$ cat config.mk
export PLATFORM = sky130hd
export DESIGN_NAME = dimp_ctrl_flat
export DESIGN_NICKNAME = d
export VERILOG_FILES = /design/src/dimp_pkg.sv /design/src/dimp_if.sv /design/src/dimp_ctrl.sv /design/src/dimp_sync.sv /design/src/flat_wrapper.sv
export SDC_FILE = /design/constraint.sdc
export NUM_CORES = 1
export LEC_CHECK = 0
export BUFFER_PORTS_ARGS = -buffer_cell sky130_fd_sc_hd__buf_2
export CORE_ASPECT_RATIO = 0.8
export CORE_MARGIN = 1.5
export CORE_UTILIZATION = 30
export DETAILED_ROUTE_END_ITERATION = 8
export GPL_TIMING_DRIVEN = 0
export PLACE_DENSITY = 0.5
export SLEW_MARGIN = 20
export SYNTH_ARGS = -nofsm -noshare
export SYNTH_HDL_FRONTEND = slang
export SYNTH_SLANG_ARGS = --single-unit
export TNS_END_PERCENT = 50
$ cat constraint.sdc
create_clock -name i_mclk -period 7.5 [get_ports i_mclk]
set_clock_uncertainty 0.05 [all_clocks]
set_input_delay 0.75 -clock i_mclk [delete_from_list [all_inputs] [get_ports i_mclk]]
set_output_delay 0.75 -clock i_mclk [all_outputs]
set_load 0.02 [all_outputs]
$ cat src/dimp_pkg.sv
// Overview of operation
// release strobe after leveling delay plus capture
// data undefined until mode update after exit
// termination low at exit until next phase
// exit load after termination off, then delays
// exit load clears leveling bit seven
// reset held at least 200 us
// termination off until clock enable registered
// clock enable low 10 ns before release
// wait 500 us less one clock
// five clocks, termination low, nop only
// clock enable stays high through init
// load order two, three, one, zero
// register zero resets loop, 512 cycles
// long calibration last, then ready
// voltage change: nop, then relock, calibrate
// registers persist; loop reset bit self-clears
// every load supplies all fields
// load only when banks idle
// mode-to-mode delay between loads
// only nop until mode update delay
// clock enable high until powerdown delay
// termination low until mode update met
// latency change waits loop-off exit delay
// all delays rounded up to cycles
package dimp_pkg;
  localparam int CLK_PERIOD_PS = 25000;
  localparam int RESET_HOLD_US = 200;
  localparam int CKE_WAIT_US = 500;
  localparam int CKE_SETUP_NS = 10;
  localparam int RESET_HOLD_CYC = (RESET_HOLD_US * 1000000 + CLK_PERIOD_PS - 1) / CLK_PERIOD_PS;
  localparam int CKE_WAIT_CYC = (CKE_WAIT_US * 1000000 + CLK_PERIOD_PS - 1) / CLK_PERIOD_PS - 1;
  localparam int CKE_SETUP_CYC = (CKE_SETUP_NS * 1000 + CLK_PERIOD_PS - 1) / CLK_PERIOD_PS;
  // delays below are counted in link clock cycles
  localparam int MIN_PRE_CKE_LINK = 5;
  localparam int MODE_TO_MODE_LINK = 4;
  localparam int MODE_UPDATE_LINK = 12;
  localparam int RESET_EXIT_LINK = 5;
  localparam int LOOP_LOCK_LINK = 512;
  localparam int CALIB_INIT_LINK = 512;
  localparam int LOOP_OFF_EXIT_LINK = 10;
  localparam int LINK_DIV = 4;
  localparam int LEVEL_BIT = 7;
  localparam int LOOP_RST_BIT = 8;
  localparam int LAT_LO = 4;
  localparam int LAT_HI = 6;
  localparam logic [2:0] MR_ZERO = 3'h0;
  localparam logic [2:0] MR_ONE = 3'h1;
  localparam logic [2:0] MR_TWO = 3'h2;
  localparam logic [2:0] MR_THREE = 3'h3;
  typedef enum logic [2:0] {
    DIMP_CMD_NOP, DIMP_CMD_LOAD, DIMP_CMD_CALIB, DIMP_CMD_OTHER
  } dimp_cmd_t;
endpackage

$ cat src/dimp_if.sv
`timescale 1ns/1ps
// command link between controller and memory device
interface dimp_if;
  logic ck;
  logic rst_n;
  logic cke;
  logic termination_control;
  dimp_pkg::dimp_cmd_t cmd;
  logic [2:0] bank;
  logic [15:0] addr;
  logic dqs_o;
  logic dqs_oe;
  logic dq_o;
  logic dq_oe;
  modport ctrl (output ck, rst_n, cke, termination_control, cmd, bank, addr, dqs_o, dqs_oe, input dq_o, dq_oe);
  modport mem (input ck, rst_n, cke, termination_control, cmd, bank, addr, dqs_o, dqs_oe, output dq_o, dq_oe);
endinterface

$ cat src/dimp_ctrl.sv
`timescale 1ns/1ps
// controller end: power-up sequence, mode loads, leveling exit
module dimp_ctrl
  import dimp_pkg::*;
#(
  parameter int RESET_HOLD = RESET_HOLD_CYC,
  parameter int CKE_WAIT = CKE_WAIT_CYC
) (
  input wire logic i_mclk,
  input wire logic i_rst,
  dimp_if.ctrl lnk,
  input wire logic i_start,
  input wire logic i_power_ok,
  input wire logic [15:0] i_mode_zero,
  input wire logic [15:0] i_mode_one,
  input wire logic [15:0] i_mode_two,
  input wire logic [15:0] i_mode_three,
  input wire logic i_lvl_exit,
  input wire logic i_volt_change,
  input wire logic i_banks_idle,
  output logic o_busy,
  output logic o_ready,
  output logic o_lvl_sample
);
  import dimp_pkg::*;
  // refuse a divider too small to give the link clock two halves, and empty waits
  if (LINK_DIV < 2 || RESET_HOLD < 1 || CKE_WAIT < 1) begin : g_bad_param
    $error("bad parameters");
  end
  // sequencer states, power-up through leveling exit and supply switch
  typedef enum {
    S_IDLE, S_RST_HOLD, S_CKE_SETUP, S_CKE_WAIT, S_PRE_CKE, S_XPR, S_LOAD,
    S_LOAD_GAP, S_CALIB, S_DONE, S_LVL_WAIT, S_LVL_ODT, S_LVL_LOAD, S_VOLT
  } dimp_state_t;
  dimp_state_t state_reg;
  logic [31:0] cnt_reg;
  logic [1:0] idx_reg;
  logic [7:0] div_reg;
  logic ck_reg;
  logic rise_w;
  logic dq_s;
  logic [15:0] word_w;
  logic [2:0] bank_w;
  assign rise_w = (div_reg == 8'(LINK_DIV - 1)) && !ck_reg;
  dimp_sync #(.W(1)) u_sync (.i_mclk(i_mclk), .i_rst(i_rst), .i_d(lnk.dq_o), .o_q(dq_s));
  ////////////////////////////////////////////////////////////////
  // link clock divider; it runs freely so the device always sees a valid clock
  // commands change with the rising link edge; the device takes pins and clock through
  // one synchroniser, so both arrive in the same cycle and stay coherent
  always_ff @(posedge i_mclk) begin
    if (i_rst) begin
      div_reg <= 8'h00;
      ck_reg <= 1'b0;
    end else if (div_reg == 8'(LINK_DIV - 1)) begin
      div_reg <= 8'h00;
      ck_reg <= ~ck_reg;
    end else begin
      div_reg <= div_reg + 8'h01;
    end
  end
  assign lnk.ck = ck_reg;
  // load order two, three, one, zero; each word carries every field
  always_comb begin
    case (idx_reg)
      2'h0: begin word_w = {MR_TWO, i_mode_two[12:0]}; bank_w = MR_TWO; end
      2'h1: begin word_w = {MR_THREE, i_mode_three[12:0]}; bank_w = MR_THREE; end
      2'h2: begin word_w = {MR_ONE, i_mode_one[12:0]}; bank_w = MR_ONE; end
      default: begin
        word_w = {MR_ZERO, i_mode_zero[12:0]};
        word_w[LOOP_RST_BIT] = 1'b1;
        bank_w = MR_ZERO;
      end
    endcase
  end
  ////////////////////////////////////////////////////////////////
  // sequencer: counts mclk for long waits, link rising edges for command gaps
  always_ff @(posedge i_mclk) begin
    if (i_rst) begin
      state_reg <= S_IDLE;
      cnt_reg <= 32'h0000_0000;
      idx_reg <= 2'h0;
      lnk.rst_n <= 1'b0;
      lnk.cke <= 1'b0;
      lnk.termination_control <= 1'b0;
      lnk.cmd <= DIMP_CMD_NOP;
      lnk.bank <= 3'h0;
      lnk.addr <= 16'h0000;
      lnk.dqs_o <= 1'b0;
      lnk.dqs_oe <= 1'b0;
      o_ready <= 1'b0;
    end else begin
      if (rise_w) lnk.cmd <= DIMP_CMD_NOP; // one command per link cycle
      case (state_reg)
        S_IDLE: if (i_start) begin
          lnk.rst_n <= 1'b0;
          lnk.cke <= 1'b0;
          o_ready <= 1'b0;
          cnt_reg <= 32'h0000_0000;
          state_reg <= S_RST_HOLD;
        end
        S_RST_HOLD: begin
          if (!i_power_ok) cnt_reg <= 32'h0000_0000;
          else if (cnt_reg >= 32'(RESET_HOLD - 1)) begin
            cnt_reg <= 32'h0000_0000;
            state_reg <= S_CKE_SETUP;
          end else cnt_reg <= cnt_reg + 32'h1;
        end
        S_CKE_SETUP: begin // clock enable has been low since reset
          if (cnt_reg >= 32'(CKE_SETUP_CYC)) begin
            lnk.rst_n <= 1'b1;
            cnt_reg <= 32'h0000_0000;
            state_reg <= S_CKE_WAIT;
          end else cnt_reg <= cnt_reg + 32'h1;
        end
        S_CKE_WAIT: begin
          lnk.termination_control <= 1'b0;
          if (cnt_reg >= 32'(CKE_WAIT - 1)) begin
            cnt_reg <= 32'h0000_0000;
            state_reg <= S_PRE_CKE;
          end else cnt_reg <= cnt_reg + 32'h1;
        end
        S_PRE_CKE: if (rise_w) begin
          if (cnt_reg >= 32'(MIN_PRE_CKE_LINK)) begin
            lnk.cke <= 1'b1;
            cnt_reg <= 32'h0000_0000;
            state_reg <= S_XPR;
          end else cnt_reg <= cnt_reg + 32'h1;
        end
        S_XPR: if (rise_w) begin
          if (cnt_reg >= 32'(RESET_EXIT_LINK)) begin
            idx_reg <= 2'h0;
            state_reg <= S_LOAD;
          end else cnt_reg <= cnt_reg + 32'h1;
        end
        S_LOAD: if (rise_w && i_banks_idle) begin
          lnk.cmd <= DIMP_CMD_LOAD;
          lnk.bank <= bank_w;
          lnk.addr <= word_w;
          lnk.termination_control <= 1'b0;
          cnt_reg <= 32'h0000_0000;
          state_reg <= S_LOAD_GAP;
        end
        S_LOAD_GAP: if (rise_w) begin
          cnt_reg <= cnt_reg + 32'h1;
          if (idx_reg != 2'h3 && cnt_reg >= 32'(MODE_TO_MODE_LINK - 1)) begin
            idx_reg <= idx_reg + 2'h1;
            state_reg <= S_LOAD;
          end else if (idx_reg == 2'h3 && cnt_reg >= 32'(MODE_UPDATE_LINK - 1)) begin
            lnk.cmd <= DIMP_CMD_CALIB;
            cnt_reg <= 32'h0000_0000;
            state_reg <= S_CALIB;
          end
        end
        S_CALIB: if (rise_w) begin // lock already overlaps calibration from the zero load
          if (cnt_reg >= 32'(LOOP_LOCK_LINK > CALIB_INIT_LINK ? LOOP_LOCK_LINK
                                                              : CALIB_INIT_LINK)) begin
            o_ready <= 1'b1;
            state_reg <= S_DONE;
          end else cnt_reg <= cnt_reg + 32'h1;
        end
        S_DONE: begin
          lnk.termination_control <= !i_volt_change; // termination on in normal use, off for a switch
          if (i_volt_change) begin
            o_ready <= 1'b0;
            state_reg <= S_VOLT;
          end else if (i_lvl_exit) begin
            lnk.dqs_oe <= 1'b1; // strobe parked low until the feedback is captured
            cnt_reg <= 32'h0000_0000;
            state_reg <= S_LVL_WAIT;
          end
        end
        S_VOLT: if (!i_volt_change && i_banks_idle) begin // nop only while switching
          idx_reg <= 2'h3; // relock loop then recalibrate
          state_reg <= S_LOAD;
        end
        S_LVL_WAIT: if (rise_w) begin // capture feedback before releasing strobe
          cnt_reg <= cnt_reg + 32'h1;
          // drop termination late, so its off latency ends only after the strobe is released
          if (cnt_reg >= 32'(MODE_UPDATE_LINK - LAT_LO + 1)) lnk.termination_control <= 1'b0;
          if (cnt_reg >= 32'(MODE_UPDATE_LINK)) begin
            lnk.dqs_oe <= 1'b0;
            cnt_reg <= 32'h0000_0000;
            state_reg <= S_LVL_ODT;
          end
        end
        S_LVL_ODT: if (rise_w) begin
          cnt_reg <= cnt_reg + 32'h1;
          if (cnt_reg >= 32'(LAT_HI)) state_reg <= S_LVL_LOAD;
        end
        S_LVL_LOAD: if (rise_w && i_banks_idle) begin
          lnk.cmd <= DIMP_CMD_LOAD;
          lnk.bank <= MR_ONE;
          lnk.addr <= {MR_ONE, i_mode_one[12:LEVEL_BIT+1], 1'b0, i_mode_one[LEVEL_BIT-1:0]};
          cnt_reg <= 32'h0000_0000;
          state_reg <= S_CALIB; // waits past update and loop-off exit delays
        end
        default: state_reg <= S_IDLE;
      endcase
    end
  end
  // clock enable never drops once raised, so power-down spacing is always kept
  assign o_busy = (state_reg != S_DONE) && (state_reg != S_IDLE);
  // synchronised leveling feedback; one more flop keeps the output registered
  always_ff @(posedge i_mclk) begin
    if (i_rst) o_lvl_sample <= 1'b0;
    else o_lvl_sample <= dq_s;
  end
endmodule // dimp_ctrl

$ cat src/dimp_sync.sv
`timescale 1ns/1ps
// two-flop synchroniser for pin inputs
module dimp_sync #(
  parameter int W = 1
) (
  input wire logic i_mclk,
  input wire logic i_rst,
  input wire logic [W-1:0] i_d,
  output logic [W-1:0] o_q
);
  if (W < 1) begin : g_bad_width
    $error("synchroniser width must be positive");
  end
  logic [W-1:0] meta_reg;
  always_ff @(posedge i_mclk) begin
    if (i_rst) begin
      meta_reg <= '0;
      o_q <= '0;
    end else begin
      meta_reg <= i_d;
      o_q <= meta_reg;
    end
  end
endmodule // dimp_sync

$ cat src/flat_wrapper.sv
// flat-port wrapper written by rule: the top's interface ports become plain ports
module dimp_ctrl_flat import dimp_pkg::*;
#(
  parameter int RESET_HOLD = RESET_HOLD_CYC,
  parameter int CKE_WAIT = CKE_WAIT_CYC
)
  (i_mclk, i_rst, i_start, i_power_ok, i_mode_zero, i_mode_one, i_mode_two, i_mode_three, i_lvl_exit, i_volt_change, i_banks_idle, o_busy, o_ready, o_lvl_sample, lnk_ck, lnk_rst_n, lnk_cke, lnk_termination_control, lnk_cmd, lnk_bank, lnk_addr, lnk_dqs_o, lnk_dqs_oe, lnk_dq_o, lnk_dq_oe);
  dimp_if lnk_i ();
  input wire logic i_mclk;
  input wire logic i_rst;
  input wire logic i_start;
  input wire logic i_power_ok;
  input wire logic [15:0] i_mode_zero;
  input wire logic [15:0] i_mode_one;
  input wire logic [15:0] i_mode_two;
  input wire logic [15:0] i_mode_three;
  input wire logic i_lvl_exit;
  input wire logic i_volt_change;
  input wire logic i_banks_idle;
  output logic o_busy;
  output logic o_ready;
  output logic o_lvl_sample;
  output wire logic [$bits(lnk_i.ck)-1:0] lnk_ck;
  output wire logic [$bits(lnk_i.rst_n)-1:0] lnk_rst_n;
  output wire logic [$bits(lnk_i.cke)-1:0] lnk_cke;
  output wire logic [$bits(lnk_i.termination_control)-1:0] lnk_termination_control;
  output wire logic [$bits(lnk_i.cmd)-1:0] lnk_cmd;
  output wire logic [$bits(lnk_i.bank)-1:0] lnk_bank;
  output wire logic [$bits(lnk_i.addr)-1:0] lnk_addr;
  output wire logic [$bits(lnk_i.dqs_o)-1:0] lnk_dqs_o;
  output wire logic [$bits(lnk_i.dqs_oe)-1:0] lnk_dqs_oe;
  input wire logic [$bits(lnk_i.dq_o)-1:0] lnk_dq_o;
  input wire logic [$bits(lnk_i.dq_oe)-1:0] lnk_dq_oe;
  assign lnk_ck = lnk_i.ck;
  assign lnk_rst_n = lnk_i.rst_n;
  assign lnk_cke = lnk_i.cke;
  assign lnk_termination_control = lnk_i.termination_control;
  assign lnk_cmd = lnk_i.cmd;
  assign lnk_bank = lnk_i.bank;
  assign lnk_addr = lnk_i.addr;
  assign lnk_dqs_o = lnk_i.dqs_o;
  assign lnk_dqs_oe = lnk_i.dqs_oe;
  assign lnk_i.dq_o = lnk_dq_o;
  assign lnk_i.dq_oe = lnk_dq_oe;
  dimp_ctrl #(.RESET_HOLD(RESET_HOLD), .CKE_WAIT(CKE_WAIT)) u_core (.i_mclk(i_mclk), .i_rst(i_rst), .lnk(lnk_i), .i_start(i_start), .i_power_ok(i_power_ok), .i_mode_zero(i_mode_zero), .i_mode_one(i_mode_one), .i_mode_two(i_mode_two), .i_mode_three(i_mode_three), .i_lvl_exit(i_lvl_exit), .i_volt_change(i_volt_change), .i_banks_idle(i_banks_idle), .o_busy(o_busy), .o_ready(o_ready), .o_lvl_sample(o_lvl_sample));
endmodule
==> results.cfg <==
[run_status]
outcome = complete, no violations

[critical_path]
end_kind = flop
crit_type = flop to flop
crit_path_top_delay_cell = or3b_2
cp_common_cell = clkbuf_1
path_cells = ha_1, or3b_2, nor4_1, and3_1, clkbuf_1, clkbuf_1, o211ai_1, o21ai_0, nor2_1
start_kind = flop
worstPathRequired_ns = 7.66
worstRegToRegCells = 9
path_max_fanout = 10
cp.arrival_ns = 3.51
critPathMaxStageDelay_ns = 0.51

[sta]
relSlewSlack_pct = 43.38
fin_crit_sh_pct = 44.78
tns_ns = 0
slew_violations = 0
finalHoldViolCount = 0
rsz0062_at_grt = no
fmax_ghz = 0.2978
worst_pin_slew_ns = 0.8461
layout_min_cycle_time_ns = 3.358
setup_violations = 0

[finish]
largest_reg_flops = 32
fillers = 1531
regArea_mm2 = 0.001461
antenna_cells = 0
fin_area_mm2 = 0.005305
multiInputGateArea_mm2 = 0.002636
final_cell_mix = buf_2, nor2_1, dfxtp_1, a21oi_1, nand2_1
syn2layout_area_growth_pct = 21.49
drive_above_1_share_pct = 18.45
layout_commonest_cell = buf_2
nets = 749

[yosys]
yosys.cell_types.count = 63
syn_area_mm2 = 0.004367
avgSynthCellArea_um2 = 7.674
ys_seq_area_share_pct = 33.47
netlist_instances = 569
async_flop_share_pct = 0
synth_seq_cells = 73
synth_ff_type = dfxtp_1
ys_warn_count = 0
synth_edf_count = 0

[clocking]
insertion_delay_ns = 0.34
cts_max_level = 3
postCtsSetupBuffers = 0
clk_pin_slew_ns = 0.06
clkSinkCount = 73
cts_resized = 0
cts_tree = yes
cts_buffer_depth = 2
cts_buffers = 9
cts_root_buf = clkbuf_16
hold_buffers = 0

[floorplanning]
initial_core_util_pct = 30.65
io_pins = 104
dieArea_mm2 = 0.01529
die_w_um = 137.9
core_mm2 = 0.01425
die_h_um = 110.9
fp-row-count = 39

[placed_design]
place_congestion = 0.9378
dp.final_hpwl_um = 10140
place_area_mm2 = 0.005030
io_buffers = 85

[job]
maxCapViolations = 0

[hold_path]
hp-class = flop to flop
worstHoldPathCells = 1

[pwr]
pwr-share-comb_pct = 32.8
p_per_area_mw_per_mm2 = 230.4
power_frac_seq_pct = 34.4
power.leakage_uw = 0.002004
p_sw_uw = 442.7
vdd_drop_max_v = 0.0001292
p_int_uw = 779.6
p_clk_share_pct = 32.8
swShare_pct = 36.22

[global_route]
antenna_found_initial = 0
groute.usage.overall_pct = 18.20
grt.overflow.total = 0
grt_max_degree = 12
grt_pass1_wl_um = 21870
grt_pass1_vias = 4166

[detailed_routing]
vias = 4497
drtPass1Iterations = 6
drtIter0Drc = 440
drcViolationCount = 0
via_per_inst = 5.254
routedWlPerCell_um = 15.83
routed_wl_um = 13550
drt.antenna.violating_nets = 0
## through the flow
stage | std cells | worst slack, ns | power (µW) | hold slack [ns] | util (%)
finish | 856 | 4.142 | 1222 | 0.3873 | 37.23
detailed placement | 840 | 4.230 | 824.0 | 0.3773 | 35.30
global placement | 840 | 4.188 | 827.5 | 0.3700 | 35.30
CTS | 856 | 4.190 | 1238 | 0.3915 | 37.23
floorplan | 571 | 4.724 | 701.3 | 0.3638 | -
global route | 856 | 3.929 | 1303 | 0.4119 | 37.23
## power groups by stage
stage / Combinational [µW] / Sequential (µW) / Clock [µW]
2_1_floorplan: 277 / 424 / 0
3_3_place_gp: 400 / 428 / 0
3_5_place_dp: 396 / 428 / 0
4_1_cts: 398 / 420 / 421
5_1_grt: 446 / 423 / 434
6_report: 401 / 420 / 401
## worst paths after layout
path	endpoint	from	slack, ns
worst max-delay path	u_core.lnk.addr[11]$_SDFFE_PP0P_	u_core.div_reg[0]$_SDFF_PP0_	4.14
worst min register to register	u_core.o_lvl_sample$_SDFF_PP0_	u_core.u_sync.o_q$_SDFF_PP0_	0.39
worst max register to register	u_core.lnk.addr[11]$_SDFFE_PP0P_	u_core.div_reg[0]$_SDFF_PP0_	4.14
worst min-delay path	u_core.o_lvl_sample$_SDFF_PP0_	u_core.u_sync.o_q$_SDFF_PP0_	0.39
## worst max-delay path: cells and delay by family, from the launching register on
family,cells,cell delay (ns)
DFF,1,0.38
buffers and inverters,2,0.94
adders and majority gates,1,0.26
and+or+nand+nor,4,1.30
AOI/OAI and AO/OA,2,0.28
## Yosys cell counts (all sizes together) (4+ instances only)
| library cell | n | area share, % |
|---|---|---|
| dfxtp | 73 | 33 |
| o211ai | 15 | 2.6 |
| or3 | 4 | 0.57 |
| buf | 13 | 2.2 |
| xnor2 | 30 | 6.0 |
| and3 | 7 | 1.0 |
| nand2b | 6 | 0.86 |
| a31oi | 4 | 0.57 |
| xor2 | 6 | 1.2 |
| ha | 9 | 2.6 |
| nor3 | 31 | 3.6 |
| nand3 | 21 | 2.4 |
| a211oi | 6 | 1.0 |
| o21ai | 32 | 3.7 |
| nor4 | 11 | 1.6 |
| a21oi | 34 | 3.9 |
| a22oi | 23 | 4.3 |
| nor2 | 87 | 7.5 |
| nor4b | 5 | 1.1 |
| clkbuf | 30 | 2.6 |
| inv | 17 | 1.5 |
| nor2b | 8 | 1.1 |
| nand4 | 11 | 1.6 |
| nand2 | 32 | 2.8 |
| and4 | 4 | 0.80 |
## final cells by class
| type | count | share of cell area, % |
|---|---|---|
| repair buffers | 85 | 8.019 |
| well taps | 184 | 4.340 |
| flip-flops and latches | 73 | 27.55 |
| multi-input cells | 437 | 49.69 |
| clock buffers | 13 | 4.906 |
| clock inverters | 3 | 0.2830 |
| plain buffers | 43 | 3.939 |
| inverters | 18 | 1.274 |
## cells by family (layout without fill, tap and decap cells)
kind of cell / count (synthesis) / in the layout / share of synthesized area [%]
compound gates: 139 / 139 / 20.89
xor+xnor: 36 / 36 / 7.221
fa+ha+maj: 9 / 9 / 2.579
buf+inv: 61 / 162 / 6.332
flops: 73 / 73 / 33.47
mux: 2 / 2 / 0.4585
other cells: 1 / 3 / 0.08588
simple gates: 248 / 248 / 28.97
## per-layer routing
metal / up-vias / share of wire (%) / global-route usage (%)
met3: 12 / 7.5 / 4.390
met1: 2089 / 50 / 27.11
met5: - / 0 / 0
met2: 146 / 41 / 25.54
met4: 0 / 1.2 / 5.556
li1: 2250 / - / -
Power figures use the tool's default switching activity.
